**config.mk**
```make
export PLATFORM = sky130hd
export DESIGN_NAME = msu_shift_unit
export DESIGN_NICKNAME = d
export VERILOG_FILES = /design/src/verilog/msu_pkg.sv /design/src/verilog/msu_decode.sv /design/src/verilog/msu_shift_step.sv /design/src/verilog/msu_shift_unit.sv
export SDC_FILE = /design/constraint.sdc
export NUM_CORES = 1
export LEC_CHECK = 0
export BUFFER_PORTS_ARGS = -buffer_cell sky130_fd_sc_hd__buf_2
export CAP_MARGIN = 5
export CORE_MARGIN = 2
export CORE_UTILIZATION = 56
export DETAILED_ROUTE_END_ITERATION = 12
export GPL_ROUTABILITY_DRIVEN = 0
export PLACE_DENSITY = 0.87
export SETUP_SLACK_MARGIN = 0.02
export SLEW_MARGIN = 30
export SYNTH_ARGS = -nofsm -noshare
export SYNTH_HDL_FRONTEND = slang
export SYNTH_SLANG_ARGS = --single-unit
```
**constraint.sdc**
```tcl
create_clock -name clock -period 4.8 [get_ports clock]
set_input_delay 0.48 -clock clock [delete_from_list [all_inputs] [get_ports clock]]
set_output_delay 0.48 -clock clock [all_outputs]
set_load 0.02 [all_outputs]
```
**src/verilog/msu_pkg.sv**
```systemverilog
// constants, opcode patterns and types shared by the shift unit files
package msu_pkg;

	// ---------------------------------------------------------------
	// widths and field positions
	// ---------------------------------------------------------------
	localparam int WORD_W      = 16;
	localparam int WIDE_W      = 32;
	localparam int SEL_W       = 3;
	localparam int LIT_W       = 4;
	localparam int TGT_LSB     = 0;
	localparam int CNT_SEL_LSB = 3;
	localparam int LIT_LSB     = 3;
	localparam int BYTE_SHIFT  = 8;

	// ---------------------------------------------------------------
	// opcode patterns
	// ---------------------------------------------------------------
	localparam logic [2:0]  TAIL_WIDE        = 3'h5;    // bits 2..0 of wide forms
	localparam logic [9:0]  OPC_WIDE_R_REG   = 10'h0e4; // bits 15..6
	localparam logic [8:0]  OPC_WIDE_R_LIT   = 9'h070;  // bits 15..7
	localparam logic [8:0]  OPC_WIDE_L_LIT   = 9'h071;  // bits 15..7
	localparam logic [9:0]  OPC_SHL_REG      = 10'h0ba; // bits 15..6
	localparam logic [9:0]  OPC_SHLS_REG     = 10'h0b8; // bits 15..6
	localparam logic [9:0]  OPC_SHR_REG      = 10'h0b9; // bits 15..6
	localparam logic [8:0]  OPC_SHLS_LIT     = 9'h058;  // bits 15..7
	localparam logic [8:0]  OPC_SHL_LIT      = 9'h05a;  // bits 15..7
	localparam logic [8:0]  OPC_SHR_LIT      = 9'h059;  // bits 15..7
	localparam logic [12:0] OPC_SHIFT_L_BYTE = 13'h05df; // bits 15..3
	localparam logic [12:0] OPC_SHIFT_R_BYTE = 13'h05de; // bits 15..3

	// ---------------------------------------------------------------
	// types
	// ---------------------------------------------------------------
	typedef enum logic [2:0] {
		SM_LEFT16,
		SM_SLEFT16,
		SM_RIGHT16,
		SM_LEFT32,
		SM_RIGHT32
	} msu_step_mode_t;

	typedef enum logic {
		ST_IDLE,
		ST_RUN
	} msu_fsm_t;

	typedef struct packed {
		msu_fsm_t             fsm;
		msu_step_mode_t       mode;
		logic                 wide;
		logic                 left;
		logic [WIDE_W-1:0]    value;
		logic [WORD_W-1:0]    remain;
		logic [SEL_W-1:0]     sel;
		logic                 err;
		logic                 reg_we;
		logic                 pair_we;
		logic                 out_we;
		logic                 ovf_we;
		logic                 loss_we;
		logic                 out_flag;
		logic                 ovf_flag;
		logic                 loss_flag;
	} msu_state_t;

endpackage

```
**src/verilog/msu_decode.sv**
```systemverilog
// instruction decoder for the shift unit
`timescale 1ns/1ps
module msu_decode (
	input  wire logic [15:0]               instr,     // instruction word
	output logic                           hit,       // word is a shift handled here
	output logic                           is_lit,    // count comes from the literal
	output logic                           is_byte,   // fixed 8-position form
	output logic                           is_wide,   // operand is the product pair
	output logic                           is_left,   // left shift
	output msu_pkg::msu_step_mode_t        mode,      // one-step shifter mode
	output logic [msu_pkg::LIT_W-1:0]      literal,   // literal count
	output logic [msu_pkg::SEL_W-1:0]      tgt_sel,   // target register
	output logic [msu_pkg::SEL_W-1:0]      cnt_sel    // count register
);

	logic tail_ok;

	assign literal = instr[msu_pkg::LIT_LSB +: msu_pkg::LIT_W];
	assign tgt_sel = instr[msu_pkg::TGT_LSB +: msu_pkg::SEL_W];
	assign cnt_sel = instr[msu_pkg::CNT_SEL_LSB +: msu_pkg::SEL_W];
	assign tail_ok = (instr[2:0] == msu_pkg::TAIL_WIDE);

	always_comb begin
		hit     = 1'b1;
		is_lit  = 1'b0;
		is_byte = 1'b0;
		is_wide = 1'b0;
		is_left = 1'b0;
		mode    = msu_pkg::SM_LEFT16;
		if (instr[15:6] == msu_pkg::OPC_WIDE_R_REG && tail_ok) begin
			is_wide = 1'b1;
			mode    = msu_pkg::SM_RIGHT32;
		end else if (instr[15:7] == msu_pkg::OPC_WIDE_R_LIT && tail_ok) begin
			is_wide = 1'b1;
			is_lit  = 1'b1;
			mode    = msu_pkg::SM_RIGHT32;
		end else if (instr[15:7] == msu_pkg::OPC_WIDE_L_LIT && tail_ok) begin
			is_wide = 1'b1;
			is_lit  = 1'b1;
			is_left = 1'b1;
			mode    = msu_pkg::SM_LEFT32;
		end else if (instr[15:3] == msu_pkg::OPC_SHIFT_L_BYTE) begin
			is_byte = 1'b1;
			is_left = 1'b1;
		end else if (instr[15:3] == msu_pkg::OPC_SHIFT_R_BYTE) begin
			is_byte = 1'b1;
			mode    = msu_pkg::SM_RIGHT16;
		end else if (instr[15:6] == msu_pkg::OPC_SHL_REG) begin
			is_left = 1'b1;
		end else if (instr[15:6] == msu_pkg::OPC_SHLS_REG) begin
			is_left = 1'b1;
			mode    = msu_pkg::SM_SLEFT16;
		end else if (instr[15:6] == msu_pkg::OPC_SHR_REG) begin
			mode    = msu_pkg::SM_RIGHT16;
		end else if (instr[15:7] == msu_pkg::OPC_SHLS_LIT) begin
			is_lit  = 1'b1;
			is_left = 1'b1;
			mode    = msu_pkg::SM_SLEFT16;
		end else if (instr[15:7] == msu_pkg::OPC_SHL_LIT) begin
			is_lit  = 1'b1;
			is_left = 1'b1;
		end else if (instr[15:7] == msu_pkg::OPC_SHR_LIT) begin
			is_lit  = 1'b1;
			mode    = msu_pkg::SM_RIGHT16;
		end else begin
			hit     = 1'b0;
		end
	end

endmodule

```
**src/verilog/msu_shift_step.sv**
```systemverilog
// one-position shifter used once per cycle of a multi-cycle shift
`timescale 1ns/1ps
module msu_shift_step (
	input  msu_pkg::msu_step_mode_t        mode,      // shift kind
	input  wire logic [msu_pkg::WIDE_W-1:0] value_in, // operand before the step
	output logic [msu_pkg::WIDE_W-1:0]     value_out, // operand after the step
	output logic                           out_bit,   // bit pushed out
	output logic                           err_bit    // overflow or precision loss
);

	// 16-bit forms keep the upper half zero
	always_comb begin
		value_out = value_in;
		out_bit   = 1'b0;
		err_bit   = 1'b0;
		case (mode)
			msu_pkg::SM_LEFT16: begin
				out_bit   = value_in[15];
				err_bit   = value_in[15];
				value_out = {16'h0000, value_in[14:0], 1'b0};
			end
			msu_pkg::SM_SLEFT16: begin
				// sign stays put, bit 14 leaves; overflow when it differs from sign
				out_bit   = value_in[14];
				err_bit   = value_in[14] ^ value_in[15];
				value_out = {16'h0000, value_in[15], value_in[13:0], 1'b0};
			end
			msu_pkg::SM_RIGHT16: begin
				out_bit   = value_in[0];
				err_bit   = value_in[0];
				value_out = {17'h00000, value_in[15:1]};
			end
			msu_pkg::SM_LEFT32: begin
				out_bit   = value_in[31];
				err_bit   = value_in[31];
				value_out = {value_in[30:0], 1'b0};
			end
			msu_pkg::SM_RIGHT32: begin
				out_bit   = value_in[0];
				err_bit   = value_in[0];
				value_out = {1'b0, value_in[31:1]};
			end
			default: begin
				value_out = value_in;
			end
		endcase
	end

endmodule

```
**src/verilog/msu_shift_unit.sv**
```systemverilog
// shift datapath of the microcore arithmetic unit
`timescale 1ns/1ps

// How it works
// - wide operand is high product half above low product half.
// - wide right shift by the selected count register value.
// - wide right shift by the 4-bit literal.
// - wide left shift by the literal, updating shift-out and overflow flags.
// - variable shifts take one clock per position of the count.
// - target shifted left by count register, result written back.
// - signed left shift of target by count register.
// - signed left shifts keep the sign bit, lower bits move.
// - signed left shift of target by the literal.
// - target shifted left by the literal, written back.
// - target shifted right by the literal, written back.
// - target shifted right by count register, written back.
// - target shifted left by eight in one clock.
// - target shifted right by eight.
// - right-by-eight completes in one clock for any value.
// - left shifts update shift-out and overflow flags.
// - right shifts update shift-out and precision-loss flags.
// - literal is four bits; selectors address the arithmetic registers.
module msu_shift_unit (
	input  wire logic                          clock,               // core clock
	input  wire logic                          srst,                // sync reset, high
	input  wire logic                          instr_valid,         // instruction offered
	input  wire logic [15:0]                   instr,               // instruction word
	output logic                               stall,               // hold the sequencer
	output logic                               busy,                // multi-cycle shift running
	output logic [msu_pkg::SEL_W-1:0]          target_sel,          // target read select
	output logic [msu_pkg::SEL_W-1:0]          count_sel,           // count read select
	input  wire logic [msu_pkg::WORD_W-1:0]    target_data,         // target read data
	input  wire logic [msu_pkg::WORD_W-1:0]    count_data,          // count read data
	input  wire logic [msu_pkg::WORD_W-1:0]    high_product_half,   // upper pair half
	input  wire logic [msu_pkg::WORD_W-1:0]    low_product_half,    // lower pair half
	output logic                               reg_we,              // target write pulse
	output logic [msu_pkg::SEL_W-1:0]          reg_wsel,            // target write select
	output logic [msu_pkg::WORD_W-1:0]         reg_wdata,           // target write data
	output logic                               pair_we,             // pair write pulse
	output logic [msu_pkg::WIDE_W-1:0]         pair_wdata,          // pair write data
	output logic                               shifted_out_we,      // shift-out update
	output logic                               left_overflow_we,    // overflow update
	output logic                               precision_loss_we,   // loss update
	output logic                               shifted_out_flag,    // last bit out
	output logic                               left_overflow_flag,  // left overflow
	output logic                               precision_loss_flag  // right loss
);

	// ---------------------------------------------------------------
	// decode
	// ---------------------------------------------------------------
	logic                            dec_hit;
	logic                            dec_lit;
	logic                            dec_byte;
	logic                            dec_wide;
	logic                            dec_left;
	msu_pkg::msu_step_mode_t         dec_mode;
	logic [msu_pkg::LIT_W-1:0]       dec_literal;
	logic [msu_pkg::SEL_W-1:0]       dec_tsel;
	logic [msu_pkg::SEL_W-1:0]       dec_csel;

	msu_decode u_decode (
		.instr   (instr),
		.hit     (dec_hit),
		.is_lit  (dec_lit),
		.is_byte (dec_byte),
		.is_wide (dec_wide),
		.is_left (dec_left),
		.mode    (dec_mode),
		.literal (dec_literal),
		.tgt_sel (dec_tsel),
		.cnt_sel (dec_csel)
	);

	msu_pkg::msu_state_t             state_reg;
	msu_pkg::msu_state_t             state_next;
	logic                            accept;
	logic [msu_pkg::WORD_W-1:0]      count;
	logic [msu_pkg::WIDE_W-1:0]      load_val;
	logic [msu_pkg::WIDE_W-1:0]      pair_in;
	logic [msu_pkg::WIDE_W-1:0]      step_in;
	logic [msu_pkg::WIDE_W-1:0]      step_val;
	logic                            step_out;
	logic                            step_err;
	logic                            err_acc;
	msu_pkg::msu_step_mode_t         step_mode;
	logic [msu_pkg::WIDE_W-1:0]      byte_val;
	logic                            byte_out;
	logic                            byte_err;
	logic                            fin;
	logic [msu_pkg::WIDE_W-1:0]      fin_val;
	logic                            fin_out;
	logic                            fin_err;

	// selectors index the arithmetic register subset
	assign target_sel = dec_tsel;
	assign count_sel  = dec_csel;
	assign accept     = (state_reg.fsm == msu_pkg::ST_IDLE) && instr_valid && dec_hit;
	assign count      = dec_lit ? {12'h000, dec_literal} : count_data;
	assign pair_in    = {high_product_half, low_product_half};
	assign load_val   = dec_wide ? pair_in : {16'h0000, target_data};

	// ---------------------------------------------------------------
	// datapath
	// ---------------------------------------------------------------
	// the first step runs in the accept cycle, so n positions cost n clocks
	assign step_in   = (state_reg.fsm == msu_pkg::ST_IDLE) ? load_val : state_reg.value;
	assign step_mode = (state_reg.fsm == msu_pkg::ST_IDLE) ? dec_mode : state_reg.mode;
	assign err_acc   = (state_reg.fsm == msu_pkg::ST_RUN) ? (state_reg.err | step_err) : step_err;

	msu_shift_step u_step (
		.mode      (step_mode),
		.value_in  (step_in),
		.value_out (step_val),
		.out_bit   (step_out),
		.err_bit   (step_err)
	);

	// byte forms are one wide move, no stepping
	always_comb begin
		if (dec_left) begin
			byte_val = {16'h0000, target_data[7:0], 8'h00};
			byte_out = target_data[msu_pkg::BYTE_SHIFT];
			byte_err = |target_data[15:8];
		end else begin
			byte_val = {24'h000000, target_data[15:8]};
			byte_out = target_data[msu_pkg::BYTE_SHIFT-1];
			byte_err = |target_data[7:0];
		end
	end

	// ---------------------------------------------------------------
	// control
	// ---------------------------------------------------------------
	always_comb begin
		state_next         = state_reg;
		state_next.reg_we  = 1'b0;
		state_next.pair_we = 1'b0;
		state_next.out_we  = 1'b0;
		state_next.ovf_we  = 1'b0;
		state_next.loss_we = 1'b0;
		fin     = 1'b0;
		fin_val = step_val;
		fin_out = step_out;
		fin_err = err_acc;
		case (state_reg.fsm)
			msu_pkg::ST_IDLE: begin
				if (accept) begin
					state_next.mode = dec_mode;
					state_next.wide = dec_wide;
					state_next.left = dec_left;
					state_next.sel  = dec_tsel;
					state_next.err  = step_err;
					if (dec_byte) begin
						fin     = 1'b1;
						fin_val = byte_val;
						fin_out = byte_out;
						fin_err = byte_err;
					end else if (count == 16'h0000) begin
						// zero count leaves the operand and clears the flags
						fin     = 1'b1;
						fin_val = load_val;
						fin_out = 1'b0;
						fin_err = 1'b0;
					end else if (count == 16'h0001) begin
						fin = 1'b1;
					end else begin
						state_next.fsm    = msu_pkg::ST_RUN;
						state_next.value  = step_val;
						state_next.remain = count - 16'h0001;
					end
				end
			end
			msu_pkg::ST_RUN: begin
				state_next.value  = step_val;
				state_next.err    = err_acc;
				state_next.remain = state_reg.remain - 16'h0001;
				if (state_reg.remain == 16'h0001) begin
					fin            = 1'b1;
					state_next.fsm = msu_pkg::ST_IDLE;
				end
			end
			default: begin
				state_next.fsm = msu_pkg::ST_IDLE;
			end
		endcase
		if (fin) begin
			state_next.value    = fin_val;
			state_next.err      = fin_err;
			state_next.reg_we   = !state_next.wide;
			state_next.pair_we  = state_next.wide;
			state_next.out_we   = 1'b1;
			state_next.out_flag = fin_out;
			if (state_next.left) begin
				state_next.ovf_we   = 1'b1;
				state_next.ovf_flag = fin_err;
			end else begin
				state_next.loss_we   = 1'b1;
				state_next.loss_flag = fin_err;
			end
		end
	end

	always_ff @(posedge clock) begin
		if (srst) begin
			state_reg <= '0;
		end else begin
			state_reg <= state_next;
		end
	end

	// stall only while more than the accept-cycle step remains
	assign stall = (accept && !dec_byte && (count > 16'h0001))
		|| (state_reg.fsm == msu_pkg::ST_RUN);
	assign busy                = (state_reg.fsm == msu_pkg::ST_RUN);
	assign reg_we              = state_reg.reg_we;
	assign reg_wsel            = state_reg.sel;
	assign reg_wdata           = state_reg.value[msu_pkg::WORD_W-1:0];
	assign pair_we             = state_reg.pair_we;
	assign pair_wdata          = state_reg.value;
	assign shifted_out_we      = state_reg.out_we;
	assign left_overflow_we    = state_reg.ovf_we;
	assign precision_loss_we   = state_reg.loss_we;
	assign shifted_out_flag    = state_reg.out_flag;
	assign left_overflow_flag  = state_reg.ovf_flag;
	assign precision_loss_flag = state_reg.loss_flag;

	// ---------------------------------------------------------------
	// checks
	// ---------------------------------------------------------------
	logic                       chk_active;
	logic [msu_pkg::WORD_W:0]   chk_cnt;
	logic [msu_pkg::WORD_W-1:0] chk_len;
	logic                       chk_sign;
	logic                       chk_signed;

	always_ff @(posedge clock) begin
		if (srst) begin
			chk_active <= 1'b0;
			chk_cnt    <= '0;
			chk_len    <= '0;
			chk_sign   <= 1'b0;
			chk_signed <= 1'b0;
		end else if (accept && !dec_byte && (count != 16'h0000)) begin
			chk_active <= 1'b1;
			chk_cnt    <= 17'h00001;
			chk_len    <= count;
			chk_sign   <= target_data[15];
			chk_signed <= (dec_mode == msu_pkg::SM_SLEFT16);
		end else if (chk_active && (reg_we || pair_we)) begin
			chk_active <= 1'b0;
		end else if (chk_active) begin
			chk_cnt <= chk_cnt + 17'h00001;
		end
	end
endmodule

```
==> metrics.txt <==
status=complete, no violations; unrepaired setup endpoints after global routing=false; Ant. Diodes=0; Syn Inst Count=909; FF-to-FF setup slack=1.68 ns; Setup Viol. Count Final=0; H-tree levels=3; Tmin final=3.90 ns; EDFF count, synth=0; most common flop cell mapped by yosys=dfxtp_1; layout cells sized above 1=a little under a quarter; fillers=975; CTS Buffer Depth=2; worst vdd ir=0.000278 V; number of vias per cell=roughly 7; area grow syn2layout=10.2%; Ports=150; Reg clk slew, reported paths=0.05 ns; Yosys reg bits=66; post-CTS resize count=0; Tcrit/Tclk final=81.2%; utilization after layout=63.9%; vias in the first global route=6,673; commonest non-fill, non-tap cell in the layout=buf_2; Fmax=257 MHz; via count=7,580; first-pass GRT wire length=32,700 um; Post-DP HPWL=about 15,000 um; Slew HR=33.8%; Setup Buffers After CTS=0; CTS Hold Bufs=0; Crit. End Element=register; max reg flops=32; Pre-Repair DR Iteration Count=6; critical path fanouts, max=12; NumNets Final=about 1,100; largest net degree at the start of global routing=55; Die H=110 um; root buffer cell=clkbuf_16; grt total ovfl=0; Lkg Pwr=2.95 nW; setup TNS=0 ns; worst-margin pin slew=between 0.9 and 1 ns; DR WL/cell=around 19 um; final hold vios=0; Mapped Nets=between 900 and 1,000; WL final=20,700 um; critical path class=in2reg; drt initial violations=1,119; initial antenna violation count=1; Seq/Total Area, Yosys=20.8%; Syn Area/Cell=6.98 um^2; Inserted Clock Buffers=9; PD cells=about 200 nW/um^2; Worst Skew=0.00876 ns; Initial Utilization=58.0%; critical path required time=a little over 5 ns; worst hold path class=in2reg; commonest non-fill, non-tap cells in the layout=149 x buf_2, 136 x nand2_1, 81 x a21oi_1; synth warn=0; I/O Buffers=149; data arrival time of the critical path=slightly above 4 ns; Cell Area, Synth=~6300 um^2; critical path launch point type=primary input; chip width=110 um; async set-or-reset flop fraction in the synthesized netlist=0%; CTS tree=done; Rows=38; maxcap violations=0; Final Slew Violations=0; clock sinks=66; clock latency on the worst-skew pair=about 0.34 ns; Distinct cells, synth=82; die area=12,200 um^2; Residual DRC=0; core area=around 11,000 um^2; Total GRT Usage=31.9%; antenna viol nets, final=0
[Yosys cell counts (4+ instances only)]
library cell,number,share of area [%]
o21ai_0,34,2.7
a31oi_1,18,1.8
o21ai_1,8,0.63
ha_1,5,0.99
xor2_1,4,0.55
mux2_2,7,1.2
a21o_1,13,1.5
and2_1,7,0.69
dfxtp_1,66,21
mux2i_1,16,2.5
buf_1,9,0.53
or3_1,10,0.99
nand2_1,136,8.0
a211oi_1,22,2.6
nor4_1,13,1.3
nand3_1,35,2.8
a21oi_1,81,6.4
or4_1,4,0.47
o22ai_1,8,0.79
nand4_1,6,0.59
nor2b_1,6,0.59
and3_1,6,0.59
clkbuf_1,39,2.3
o211ai_1,13,1.5
buf_2,14,1.1
a22oi_1,17,2.0
a2111oi_0,4,0.55
o31ai_1,4,0.47
or2_2,7,0.69
nor2_1,69,4.1
a221oi_1,8,1.1
a311oi_1,20,2.8
a211o_1,4,0.55
o21a_1,8,0.95
inv_1,17,1.0
nor3_1,33,2.6
nand2b_1,7,0.69
buf_4,59,7.0
[worst max-delay path, stage by stage]
cell and delay (ns):
buf_2 0.16, or4b_1 0.73, nor3_1 0.36, nor2_1 0.17
mux2i_1 0.31, ha_1 0.29, nor3b_1 0.18, o21ai_0 0.10
o21ai_1 0.37, o21ai_1 0.21, nand2_1 0.44, a21oi_1 0.09
o221a_2 0.26
[cell families (layout without fill, tap and decap cells)]
family | after synthesis | after routing | share of synthesized area (%)
compound gates | 306 | 306 | 33.4
xor+xnor | 7 | 7 | 0.966
fa+ha+maj | 5 | 5 | 0.986
buf+inv | 140 | 199 | 12.3
flops | 66 | 66 | 20.8
mux | 23 | 23 | 3.77
simple gates | 362 | 362 | 27.8
[layer usage]
layer	part of all wire (%)	GRT usage [%]	up-vias
met5	0	0	-
met4	4.9	16.3	0
met3	12	6.86	110
met2	44	50.4	591
met1	39	41.0	3434
li1	-	-	3445
[through the flow]
stage / area (um^2) / hold slack, ns / power [mW] / cells / worst slack, ns
2_1_floorplan: 6350 / 0.437 / 0.673 / 909 / 1.22
5_1_grt: 6990 / 0.411 / 1.46 / 1108 / 0.689
6_report: 6990 / 0.397 / 1.42 / 1108 / 0.901
4_1_cts: 6990 / 0.393 / 1.42 / 1108 / 0.979
3_3_place_gp: 6690 / 0.446 / 0.743 / 1092 / 0.800
3_5_place_dp: 6690 / 0.450 / 0.745 / 1092 / 0.688
[where the power goes]
group / internal (mW) / total [mW] / switching [mW]
combinational: 0.0694 / 0.184 / 0.115
sequential: 0.552 / 0.556 / 0.00390
clock: 0.430 / 0.678 / 0.248
total: 1.05 / 1.42 / 0.366
[cell type report]
type / instances / area [um^2] / area share (%)
Multi-Input combinational cell: 703 / 4260 / 60.9
Sequential cell: 66 / 1320 / 18.9
Timing Repair Buffer: 166 / 873 / 12.5
Clock buffer: 14 / 264 / 3.78
Tap cell: 140 / 175 / 2.51
Inverter: 17 / 63.8 / 0.913
Clock inverter: 2 / 35.0 / 0.501
[final timing paths]
check,from,endpoint,cells after the start
max reg2reg,busy,pair_wdata[31],9
min reg2reg,reg_wsel[1],reg_wsel[1],2
max,instr[9],pair_wdata[20],13
min,instr[0],reg_wsel[0],3
No activity file was read; power rests on OpenSTA's default activity.
